==> src/verilog/rotor_guard_defines.svh <==
// Constants for the rotor position finder and bus overvoltage guard
`ifndef ROTOR_GUARD_DEFINES_SVH
`define ROTOR_GUARD_DEFINES_SVH
`define CLK_MHZ          125
`define PULSE_TIME_US    50
`define PULSE_CYCLES     ((`PULSE_TIME_US * `CLK_MHZ))
`define GAP_TIME_US      20
`define GAP_CYCLES       ((`GAP_TIME_US * `CLK_MHZ))
`define SETTLE_CYCLES    3
`define TMR_W            14
`define ADC_W            12
`define PHASES           3
`define PHASE_IDX_W      2
`define SECTOR_W         3
`define SECTOR_NONE      3'h0
`define ALL_OFF          3'h0
`define ALL_ON           3'h7
`endif

==> src/verilog/rotor_guard_pkg.sv <==
// Types shared by the rotor position finder and bus overvoltage guard
package rotor_guard_pkg;
	typedef enum logic [4:0]
	{
		ST_IDLE  = 5'h01,
		ST_FWD   = 5'h02,
		ST_GAP   = 5'h04,
		ST_REV   = 5'h08,
		ST_DONE  = 5'h10
	} sense_state_t;
endpackage

==> src/verilog/peak_hold.sv <==
// Peak detector for one phase current sample stream
`timescale 1ns/1ps
`include "rotor_guard_defines.svh"
module peak_hold
(
	input  wire logic                  sys_clk,
	input  wire logic                  srst,
	input  wire logic                  clear,
	input  wire logic                  sample_en,
	input  wire logic [`ADC_W-1:0]     sample,
	output logic      [`ADC_W-1:0]     peak_q
);
	always_ff @(posedge sys_clk)
	begin
		if (srst || clear)
			peak_q <= '0;
		else if (sample_en && sample > peak_q)
			peak_q <= sample;
	end
endmodule

==> src/verilog/rotor_position_and_bus_ov_guard.sv <==
// Initial rotor position sensing and critical bus overvoltage guard
`timescale 1ns/1ps
`include "rotor_guard_defines.svh"
// Summary of operation
// - Each test pattern is applied for a fixed pulse time count.
// - Forward pulse: selected phase high, other two phases low.
// - Opposing pulse: other two phases high, selected phase low.
// - Peaks of both pulses compared; larger peak gives polarity bit.
// - Pulse pair repeated for all three phases; bits combine to sector.
// - Overvoltage flagged whenever bus voltage exceeds configured level.
// - Overvoltage forces zero vector at once, over every other condition.
// - Zero vector held until overvoltage fault is cleared.
module rotor_position_and_bus_ov_guard
	import rotor_guard_pkg::*;
(
	input  wire logic                  sys_clk,
	input  wire logic                  srst,
	input  wire logic                  sense_start,
	input  wire logic [`ADC_W-1:0]     phase_current,
	input  wire logic                  current_valid,
	input  wire logic [`ADC_W-1:0]     bus_voltage,
	input  wire logic [`ADC_W-1:0]     ov_level,
	input  wire logic                  ov_clear,
	input  wire logic [`PHASES-1:0]    pwm_high_in,
	input  wire logic [`PHASES-1:0]    pwm_low_in,
	input  wire logic                  fault_active,
	output logic      [`PHASES-1:0]    gate_high_q,
	output logic      [`PHASES-1:0]    gate_low_q,
	output logic                       overvoltage_condition_q,
	output logic      [`SECTOR_W-1:0]  sector_q,
	output logic                       sector_done_q,
	output logic                       sensing_q
);
	import rotor_guard_pkg::*;

	// ************************************************************
	// Functions
	// ************************************************************
	function automatic logic [`PHASES-1:0] phase_mask
	(
		input logic [`PHASE_IDX_W-1:0] idx
	);
		phase_mask = `PHASES'(1) << idx;
	endfunction

	function automatic logic [`SECTOR_W-1:0] polarity_to_sector
	(
		input logic [`PHASES-1:0] pol
	);
		unique case (pol)
			3'h1:    polarity_to_sector = 3'h1;
			3'h3:    polarity_to_sector = 3'h2;
			3'h2:    polarity_to_sector = 3'h3;
			3'h6:    polarity_to_sector = 3'h4;
			3'h4:    polarity_to_sector = 3'h5;
			3'h5:    polarity_to_sector = 3'h6;
			default: polarity_to_sector = `SECTOR_NONE;
		endcase
	endfunction

	// ************************************************************
	// Inputs from outside the clock domain
	// ************************************************************
	logic                  start_s1_q;
	logic                  start_s2_q;
	logic                  start_s3_q;
	logic [`ADC_W-1:0]     cur_s1_q;
	logic [`ADC_W-1:0]     cur_s2_q;
	logic                  cval_s1_q;
	logic                  cval_s2_q;
	logic [`ADC_W-1:0]     vbus_s1_q;
	logic [`ADC_W-1:0]     vbus_s2_q;
	logic                  clr_s1_q;
	logic                  clr_s2_q;

	always_ff @(posedge sys_clk)
	begin
		if (srst)
		begin
			start_s1_q <= 1'b0;
			start_s2_q <= 1'b0;
			start_s3_q <= 1'b0;
			cur_s1_q   <= '0;
			cur_s2_q   <= '0;
			cval_s1_q  <= 1'b0;
			cval_s2_q  <= 1'b0;
			vbus_s1_q  <= '0;
			vbus_s2_q  <= '0;
			clr_s1_q   <= 1'b0;
			clr_s2_q   <= 1'b0;
		end
		else
		begin
			start_s1_q <= sense_start;
			start_s2_q <= start_s1_q;
			start_s3_q <= start_s2_q;
			cur_s1_q   <= phase_current;
			cur_s2_q   <= cur_s1_q;
			cval_s1_q  <= current_valid;
			cval_s2_q  <= cval_s1_q;
			vbus_s1_q  <= bus_voltage;
			vbus_s2_q  <= vbus_s1_q;
			clr_s1_q   <= ov_clear;
			clr_s2_q   <= clr_s1_q;
		end
	end

	logic start_pulse;
	assign start_pulse = start_s2_q && !start_s3_q;

	// ************************************************************
	// Bus overvoltage guard
	// ************************************************************
	logic ov_detect;
	assign ov_detect = vbus_s2_q > ov_level;

	// Detection wins over a clear in the same cycle
	always_ff @(posedge sys_clk)
	begin
		if (srst)
			overvoltage_condition_q <= 1'b0;
		else if (ov_detect)
			overvoltage_condition_q <= 1'b1;
		else if (clr_s2_q)
			overvoltage_condition_q <= 1'b0;
	end

	logic guard_d;
	assign guard_d = ov_detect || overvoltage_condition_q;

	// ************************************************************
	// Rotor position sensing sequencer
	// ************************************************************
	sense_state_t                state_q;
	logic [`TMR_W-1:0]           tmr_q;
	logic [`PHASE_IDX_W-1:0]     phase_q;
	logic [`PHASES-1:0]          pol_q;
	logic [`ADC_W-1:0]           fwd_peak_q;
	logic [`ADC_W-1:0]           peak;
	logic                        peak_clear;
	logic                        tmr_end;
	logic                        last_phase;
	logic                        sample_win;
	logic                        start_take;

	assign tmr_end    = (tmr_q == '0);
	assign last_phase = (phase_q == `PHASE_IDX_W'(`PHASES - 1));
	assign peak_clear = (state_q == ST_GAP) || (state_q == ST_IDLE)
		|| (state_q == ST_DONE) || (state_q == ST_REV && tmr_end);
	// Skip samples that still lag from the previous pattern
	assign sample_win = tmr_q < `TMR_W'(`PULSE_CYCLES - `SETTLE_CYCLES);
	assign start_take = start_pulse && !guard_d
		&& (state_q == ST_IDLE || state_q == ST_DONE);

	peak_hold u_peak
	(
		.sys_clk   (sys_clk),
		.srst      (srst),
		.clear     (peak_clear),
		.sample_en (cval_s2_q && sample_win
			&& (state_q == ST_FWD || state_q == ST_REV)),
		.sample    (cur_s2_q),
		.peak_q    (peak)
	);

	always_ff @(posedge sys_clk)
	begin
		if (srst || guard_d)
		begin
			state_q <= ST_IDLE;
			tmr_q   <= '0;
			phase_q <= '0;
		end
		else
		begin
			unique case (state_q)
				ST_IDLE, ST_DONE:
					if (start_pulse)
					begin
						state_q <= ST_FWD;
						tmr_q   <= `TMR_W'(`PULSE_CYCLES - 1);
						phase_q <= '0;
					end
				ST_FWD:
					if (tmr_end)
					begin
						state_q <= ST_GAP;
						tmr_q   <= `TMR_W'(`GAP_CYCLES - 1);
					end
					else
						tmr_q <= tmr_q - `TMR_W'(1);
				ST_GAP:
					if (tmr_end)
					begin
						state_q <= ST_REV;
						tmr_q   <= `TMR_W'(`PULSE_CYCLES - 1);
					end
					else
						tmr_q <= tmr_q - `TMR_W'(1);
				ST_REV:
					if (!tmr_end)
						tmr_q <= tmr_q - `TMR_W'(1);
					else if (last_phase)
						state_q <= ST_DONE;
					else
					begin
						state_q <= ST_FWD;
						phase_q <= phase_q + `PHASE_IDX_W'(1);
						tmr_q   <= `TMR_W'(`PULSE_CYCLES - 1);
					end
			endcase
		end
	end

	// Forward peak kept for the comparison at the end of the pair
	always_ff @(posedge sys_clk)
	begin
		if (srst)
			fwd_peak_q <= '0;
		else if (state_q == ST_FWD && tmr_end)
			fwd_peak_q <= peak;
	end

	always_ff @(posedge sys_clk)
	begin
		if (srst || start_take)
			pol_q <= '0;
		else if (state_q == ST_REV && tmr_end)
			pol_q[phase_q] <= (fwd_peak_q > peak);
	end

	logic [`PHASES-1:0] pol_final;
	always_comb
	begin
		pol_final          = pol_q;
		pol_final[phase_q] = (fwd_peak_q > peak);
	end

	always_ff @(posedge sys_clk)
	begin
		if (srst || start_take)
		begin
			sector_q      <= `SECTOR_NONE;
			sector_done_q <= 1'b0;
		end
		else if (state_q == ST_REV && tmr_end && last_phase && !guard_d)
		begin
			sector_q      <= polarity_to_sector(pol_final);
			sector_done_q <= 1'b1;
		end
	end

	// ************************************************************
	// Gate outputs
	// ************************************************************
	logic [`PHASES-1:0] high_d;
	logic [`PHASES-1:0] low_d;
	always_comb
	begin
		high_d = pwm_high_in & ~pwm_low_in;
		low_d  = pwm_low_in;
		if (fault_active)
		begin
			high_d = `ALL_OFF;
			low_d  = `ALL_OFF;
		end
		unique case (state_q)
			ST_FWD:
			begin
				high_d = phase_mask(phase_q);
				low_d  = ~phase_mask(phase_q);
			end
			ST_REV:
			begin
				high_d = ~phase_mask(phase_q);
				low_d  = phase_mask(phase_q);
			end
			ST_GAP:
			begin
				high_d = `ALL_OFF;
				low_d  = `ALL_OFF;
			end
			ST_IDLE, ST_DONE:
			begin
			end
		endcase
		if (guard_d)
		begin
			high_d = `ALL_OFF;
			low_d  = `ALL_ON;
		end
	end

	always_ff @(posedge sys_clk)
	begin
		if (srst)
		begin
			gate_high_q <= `ALL_OFF;
			gate_low_q  <= `ALL_OFF;
			sensing_q   <= 1'b0;
		end
		else
		begin
			gate_high_q <= high_d;
			gate_low_q  <= low_d;
			sensing_q   <= (state_q == ST_FWD) || (state_q == ST_GAP)
				|| (state_q == ST_REV);
		end
	end

	// ************************************************************
	// Assertions
	// ************************************************************
	a_fwd_pattern: assert property (@(posedge sys_clk) disable iff (srst)
		state_q == ST_FWD && !guard_d |=> gate_high_q == phase_mask($past(phase_q))
			&& gate_low_q == ~gate_high_q)
		else $error("forward pattern wrong");
	a_rev_pattern: assert property (@(posedge sys_clk) disable iff (srst)
		state_q == ST_REV && !guard_d |=> gate_low_q == phase_mask($past(phase_q))
			&& gate_high_q == ~gate_low_q)
		else $error("opposing pattern wrong");
	a_pulse_length: assert property (@(posedge sys_clk) disable iff (srst)
		$rose(state_q == ST_FWD) |-> tmr_q == `TMR_W'(`PULSE_CYCLES - 1))
		else $error("pulse time not loaded");
	a_ov_detect: assert property (@(posedge sys_clk) disable iff (srst)
		vbus_s2_q > ov_level |=> overvoltage_condition_q)
		else $error("overvoltage not flagged");
	a_zero_vector: assert property (@(posedge sys_clk) disable iff (srst)
		ov_detect |=> gate_low_q == `ALL_ON && gate_high_q == `ALL_OFF)
		else $error("zero vector not forced");
	a_zero_hold: assert property (@(posedge sys_clk) disable iff (srst)
		overvoltage_condition_q && !clr_s2_q |=> gate_low_q == `ALL_ON
			&& overvoltage_condition_q)
		else $error("zero vector released early");
	a_no_shoot: assert property (@(posedge sys_clk) disable iff (srst)
		(gate_high_q & gate_low_q) == `ALL_OFF)
		else $error("leg shoot through");
	a_pol_bit: assert property (@(posedge sys_clk) disable iff (srst)
		state_q == ST_REV && tmr_end && !guard_d
		|=> pol_q[$past(phase_q)] == ($past(fwd_peak_q) > $past(peak)))
		else $error("polarity bit wrong");
	a_done_flag: assert property (@(posedge sys_clk) disable iff (srst)
		$rose(sector_done_q) |-> state_q == ST_DONE
			&& sector_q == polarity_to_sector(pol_q))
		else $error("done without sector");
	a_three_pairs: assert property (@(posedge sys_clk) disable iff (srst)
		$rose(state_q == ST_DONE) |-> $past(phase_q) == `PHASE_IDX_W'(2))
		else $error("done before three pairs");
	c_sense_done: cover property (@(posedge sys_clk) $rose(sector_done_q));
	c_ov_trip: cover property (@(posedge sys_clk) $rose(overvoltage_condition_q));
	c_ov_release: cover property (@(posedge sys_clk)
		$fell(overvoltage_condition_q));
	c_ov_in_sense: cover property (@(posedge sys_clk) sensing_q && ov_detect);
endmodule

==> config.mk <==
export PLATFORM = sky130hd
export DESIGN_NAME = rotor_position_and_bus_ov_guard
export DESIGN_NICKNAME = d
export VERILOG_FILES = /design/src/verilog/rotor_guard_pkg.sv /design/src/verilog/peak_hold.sv /design/src/verilog/rotor_position_and_bus_ov_guard.sv
export VERILOG_INCLUDE_DIRS = /design/src /design/src/verilog
export SDC_FILE = /design/constraint.sdc
export NUM_CORES = 1
export LEC_CHECK = 0
export BUFFER_PORTS_ARGS = -buffer_cell sky130_fd_sc_hd__buf_2
export CAP_MARGIN = 20
export CORE_MARGIN = 4
export CORE_UTILIZATION = 38
export CTS_BUF_LIST = sky130_fd_sc_hd__clkbuf_8
export DETAILED_ROUTE_END_ITERATION = 16
export PLACE_DENSITY = 0.56
export SLEW_MARGIN = 10
export SYNTH_ARGS = -nofsm -noshare
export SYNTH_HDL_FRONTEND = slang
export SYNTH_SLANG_ARGS = --single-unit
==> constraint.sdc <==
create_clock -name sys_clk -period 5.1 [get_ports sys_clk]
set_clock_uncertainty 0.15 [all_clocks]
set_input_delay 0 -clock sys_clk [delete_from_list [all_inputs] [get_ports sys_clk]]
set_output_delay 0 -clock sys_clk [all_outputs]
set_load 0.01 [all_outputs]
Word-level counts from Yosys, hierarchy flattened
Cells that the tools add are included.

operators by class
  add/subtract/negate cells = 2
  magnitude comparators = 6
  eq/ne operators = 18
  shift-type cells = 1
  muxes and demuxes = 27
  bitwise gates (word level) = 3
  reductions and logical operators = 32

operator list
  cell                   number
  $mux 14                5
  $pmux 14 s4            1
  $gt 12x12->1           3
  $mux 5                 5
  $pmux 5 s4             1
  $pmux 3 s3             2
  $pmux 3 s6             1
  $logic_not 14->1       1
  $lt 14x13->1 const B   1
  $sub 14x1->14 const B  1
  $logic_and 1x1->1      11
  $logic_or 1x1->1       11
  $ne 2x2->1 const B     5
  $eq 3x3->1 const B     3
  $mux 3                 3
  $reduce_and 4->1       2
  $eq 3x2->1 const B     2
  $mux 2                 3
  $not 3->3              2
  $eq 5x1->1 const B     1
  $eq 5x2->1 const B     1
  $eq 5x3->1 const B     1
  $eq 5x4->1 const B     1
  $eq 5x5->1 const B     1
  other kinds (16)       21

storage, ports and cells
  bits in registers = 115
  bits of input ports = 48
  output and inout port bits = 12
  logic and storage cells = 112

Longest topological paths before layout
  word-level depth = 7
  depth in mapped cells = 10
  depth with buffers taken out = 9

Hierarchy
From an unflattened synthesis, not the netlist that was laid out.

unflattened totals
  cell total of the unflattened synthesis = 621
  area total of the unflattened synthesis = 5446.5 sq um

modules (own cells, without submodules)
  module                           instances  cells each  area each (sq um)
  rotor_position_and_bus_ov_guard  1          505         4465.5
  peak_hold                        1          116         980.9

Worst setup path before layout
No wires, ideal clock.

  kind = reg2reg
  start = register vbus_s2_q[3]
  end = register state_q[0]
  library setup time = 0.114 ns
  arrival time = 2.143 ns
  data required time = 4.836 ns
  setup slack = 2.693 ns
  stages on the path, launching flop included = 10
  buffers on the path = 2
  cells stage by stage = dfxtp_1 ha_1 and3_1 a221o_1 a21oi_1 a32oi_1 or3_1 clkbuf_1 clkbuf_1 a21o_1

on the way
  longest elaborated chain between the ends = 3

RTL lines
  element                   line                                    text
  start: declaration        rotor_position_and_bus_ov_guard.sv:72   logic [`ADC_W-1:0] vbus_s2_q;
  start signal: assignment  rotor_position_and_bus_ov_guard.sv:102  vbus_s2_q <= vbus_s1_q;
  $gt 12x12->1              rotor_position_and_bus_ov_guard.sv:115  assign ov_detect = vbus_s2_q > ov_level;
  $logic_or 1x1->1          rotor_position_and_bus_ov_guard.sv:129  assign guard_d = ov_detect || overvoltage_condition_q;
  $logic_or 1x1->1          rotor_position_and_bus_ov_guard.sv:168  if (srst || guard_d)
  end signal: assignment    rotor_position_and_bus_ov_guard.sv:170  state_q <= ST_IDLE;
  end signal: assignment    rotor_position_and_bus_ov_guard.sv:180  state_q <= ST_FWD;
  end signal: assignment    rotor_position_and_bus_ov_guard.sv:187  state_q <= ST_GAP;
  end: declaration          rotor_position_and_bus_ov_guard.sv:134  sense_state_t state_q;

Every way passes these cells.
A chain may end at the register's enable or synchronous reset.

Worst setup path after layout
  start = register tmr_q[0]
  end = register tmr_q[3]

on the way
  longest elaborated chain between the ends = 3
  elaborated cells between the ends (all ways) = 8
  classes of those cells = add/sub (1); eq/ne (1); mux (4); reduce/logical (2)

RTL lines
  element                                                   line                                    text
  start: declaration                                        rotor_position_and_bus_ov_guard.sv:135  logic [`TMR_W-1:0] tmr_q;
  start signal: assignment                                  rotor_position_and_bus_ov_guard.sv:181  tmr_q <= `TMR_W'(`PULSE_CYCLES - 1);
  start signal: assignment                                  rotor_position_and_bus_ov_guard.sv:188  tmr_q <= `TMR_W'(`GAP_CYCLES - 1);
  start signal: assignment                                  rotor_position_and_bus_ov_guard.sv:191  tmr_q <= tmr_q - `TMR_W'(1);
  $sub 14x1->14 / $logic_not 14->1 (equally long branches)  --
  $mux 14 (tied with other cells)                           rotor_position_and_bus_ov_guard.sv:201  if (!tmr_end)
  $pmux 14 s4 / $reduce_and 2->1 (equally long branches)    --

Several ways; a longest one is shown, not always the timed one.

==> flow_metrics.py <==
metrics = {
    "critical_path": {
        "path_class": "flip-flop to flip-flop",
        "endpoint_kind": "flip-flop",
        "worstPathRequired_ps": 5220,
        "crit_arrival_ps": 3080,
        "rr_worst_depth": 9,
        "critPathLaunchType": "flip-flop",
        "cp_max_fo": 10,
    },
    "die": {
        "core_region_area_um2": 13300,
        "dieArea_um2": 15600,
        "num_rows": 42,
        "io_pins": 60,
        "die_y_um": 125,
        "start_util": 0.390,
        "fp.dieW_um": 125,
    },
    "clock_tree": {
        "insertion_delay_ps": 430,
        "cts_buffers": 17,
        "cts.sinks": 115,
        "ctsResizeCount": 0,
        "ctsHtreeMaxLevel": 4,
        "clkTransAtPathRegs_ps": 70,
        "cts_tree": "done",
        "clockBufferDepth": 2,
        "cts-root-buf": "clkbuf_8",
    },
    "placed_design": {
        "globalplace.congestion": 0.822,
        "dpl_cell_area_um2": 5610,
        "io_buffers": 59,
        "dp_slack_ps": 2190,
        "dp_hpwl_um": 7720,
    },
    "power_and_ir_drop": {
        "ir_worst_vdd_mv": 0.178,
        "p_per_area_nw_per_um2": 347,
        "p_leak_nw": 2.72,
    },
    "sta": {
        "slew_headroom": 0.265,
        "fmax_mhz": 338,
        "final.setup.tns_ps": 0,
        "worst_pin_slew_ps": 1090,
        "setup_viol": 0,
        "fin_crit_sh": 0.581,
        "whs_ps": 48.9,
        "rsz0062_at_grt": "false",
        "hold_violations": 0,
        "finalCriticalPeriod_ps": 2960,
        "finalMaxSlewViolations": 0,
        "worst_slack_ps": 2140,
    },
    "logic_synthesis": {
        "netlist.top_cell.by_area": "dfxtp_1",
        "synth-seq-cells": 115,
        "synth_top_area_share": 0.444,
        "yosysSeqAreaShare": 0.444,
        "synth_cell_types": 54,
        "synthArstFlopShare": 0,
        "synthFlopType": "dfxtp_1",
        "synth_area_leaders": "dfxtp_1 44%, ha_1 10%, nor2b_1 7.5%",
        "syn-num-nets": 663,
        "netlist_area_um2": 5180,
        "synth_cells": 573,
        "yosys_warnings": 0,
        "synth_edf_count": 0,
        "syn-mean-instance-area_um2": 9.04,
    },
    "grt": {
        "grt_pass1_vias": 4128,
        "grt_pass1_wl_um": 19300,
        "grt_max_degree": 76,
        "antenna_found_initial": 0,
        "grt_usage": 0.150,
        "grt-ovfl-total": 0,
    },
    "final_layout": {
        "nets": 758,
        "finalInstanceArea_um2": 6420,
        "syn2layout_area_growth_pct": 23.8,
        "final_cell_mix": "115 x dfxtp_1, 62 x nor2b_1, 59 x buf_2, 56 x a21oi_1",
        "drive_gt1_frac": 0.151,
        "final_common_cell": "dfxtp_1",
        "diodes": 0,
    },
    "detailed_routing": {
        "vias_per_cell": 4.87,
        "via_count": 4175,
        "ant_nets": 0,
        "drc": 0,
        "wirelength_um": 11200,
        "drt-pass1-iter-count": 4,
        "routedWlPerCell_um": 13.0,
        "drtIter0Drc": 213,
    },
    "job": {
        "max_cap_viol_count": 0,
    },
    "min_path": {
        "hp-class": "input port to flip-flop",
        "min_path_cells": 3,
    },
    "run_status": {
        "status": "finished clean",
    },
}
[synthesized netlist by cell type (5+ instances only)]
| cell | instances |
|---|---|
| nand2b_1 | 7 |
| inv_1 | 38 |
| a21o_1 | 8 |
| nand3_1 | 11 |
| nor2_1 | 45 |
| nor3_1 | 12 |
| dfxtp_1 | 115 |
| ha_1 | 42 |
| clkbuf_1 | 16 |
| a21oi_1 | 56 |
| nor2b_1 | 62 |
| nand4_1 | 11 |
| buf_2 | 5 |
| a211oi_1 | 5 |
| xor2_1 | 7 |
| mux2i_1 | 13 |
| o21ai_0 | 18 |
| nand2_1 | 45 |
[through the flow]
stage | util | cells | total power [mW]
final | 0.483 | 857 | 2.23
after global routing | 0.483 | 857 | 2.35
after CTS | 0.483 | 857 | 2.25
after detailed placement | 0.422 | 786 | 1.34
after global placement | 0.422 | 786 | 1.34
after floorplan | - | 573 | 1.26
[cells by family after synthesis]
logic type	count (synthesis)	share of synthesized area
and+or+nand+nor	221	0.233
DFF	115	0.444
AOI/OAI and AO/OA	111	0.133
buffers and inverters	62	0.0480
adders and majority gates	42	0.101
muxes	13	0.0251
xor gates and xnor gates	9	0.0152
[worst paths after layout]
path,to,startpoint,slack [ps]
worst max-delay path,tmr_q[3]$_SDFFE_PP0P_,tmr_q[0]$_SDFFE_PP0P_,2140
worst min-delay path,sensing_q$_SDFF_PP0_,srst,50
worst max register to register,tmr_q[3]$_SDFFE_PP0P_,tmr_q[0]$_SDFFE_PP0P_,2140
worst min register to register,start_s2_q$_SDFF_PP0_,start_s1_q$_SDFF_PP0_,280
[what timing repair did]
action / 4_1_cts / 5_1_grt
endpoints found under the hold margin: 33 / 0
hold buffers: 39 / 0
setup buffers: 0 / 0
[layer usage]
| layer | routed length [um] | global-route usage | up-vias |
|---|---|---|---|
| met5 | 0 | 0 | - |
| li1 | - | - | 2155 |
| met3 | 570 | 0.0433 | 20 |
| met2 | 5170 | 0.245 | 118 |
| met1 | 5170 | 0.180 | 1882 |
| met4 | 243 | 0.0748 | 0 |
[flip-flops by register name, summed over array words and instances, names as in the netlist]
signal / count
cval_s2_q: 1
start_s3_q: 1
vbus_s1_q: 12
cur_s1_q: 12
sector_q: 3
start_s1_q: 1
phase_q: 2
gate_high_q: 3
cur_s2_q: 12
state_q: 5
sensing_q: 1
gate_low_q: 3
fwd_peak_q: 12
clr_s1_q: 1
start_s2_q: 1
pol_q: 3
vbus_s2_q: 12
overvoltage_condition_q: 1
tmr_q: 14
cval_s1_q: 1
u_peak.peak_q: 12
clr_s2_q: 1
sector_done_q: 1
[power breakdown]
part | internal (mW) | leakage (nW) | switching [mW]
logic | 0.157 | 1.57 | 0.208
registers | 0.944 | 0.942 | 0.0434
clock network | 0.507 | 0.202 | 0.370
total | 1.61 | 2.72 | 0.621
[worst max-delay path, cell delays in order, from the launching register on]
cell      delay [ps]
dfxtp_1          410
inv_1            110
ha_1             260
nor4b_1          160
nand4_1          290
a22oi_1          180
nor3_1           870
nand2b_1         120
a21oi_1          190
a211oi_1          60
[cell type report]
cell class	count	area (um^2)
fillers	1249	6880
repair buffers	100	701
flip-flops and latches	115	2300
multi-input cells	396	2630
clock buffers	19	262
clock inverters	13	159
well taps	176	220
inverters	38	143
No activity file was read; power rests on OpenSTA's default activity.
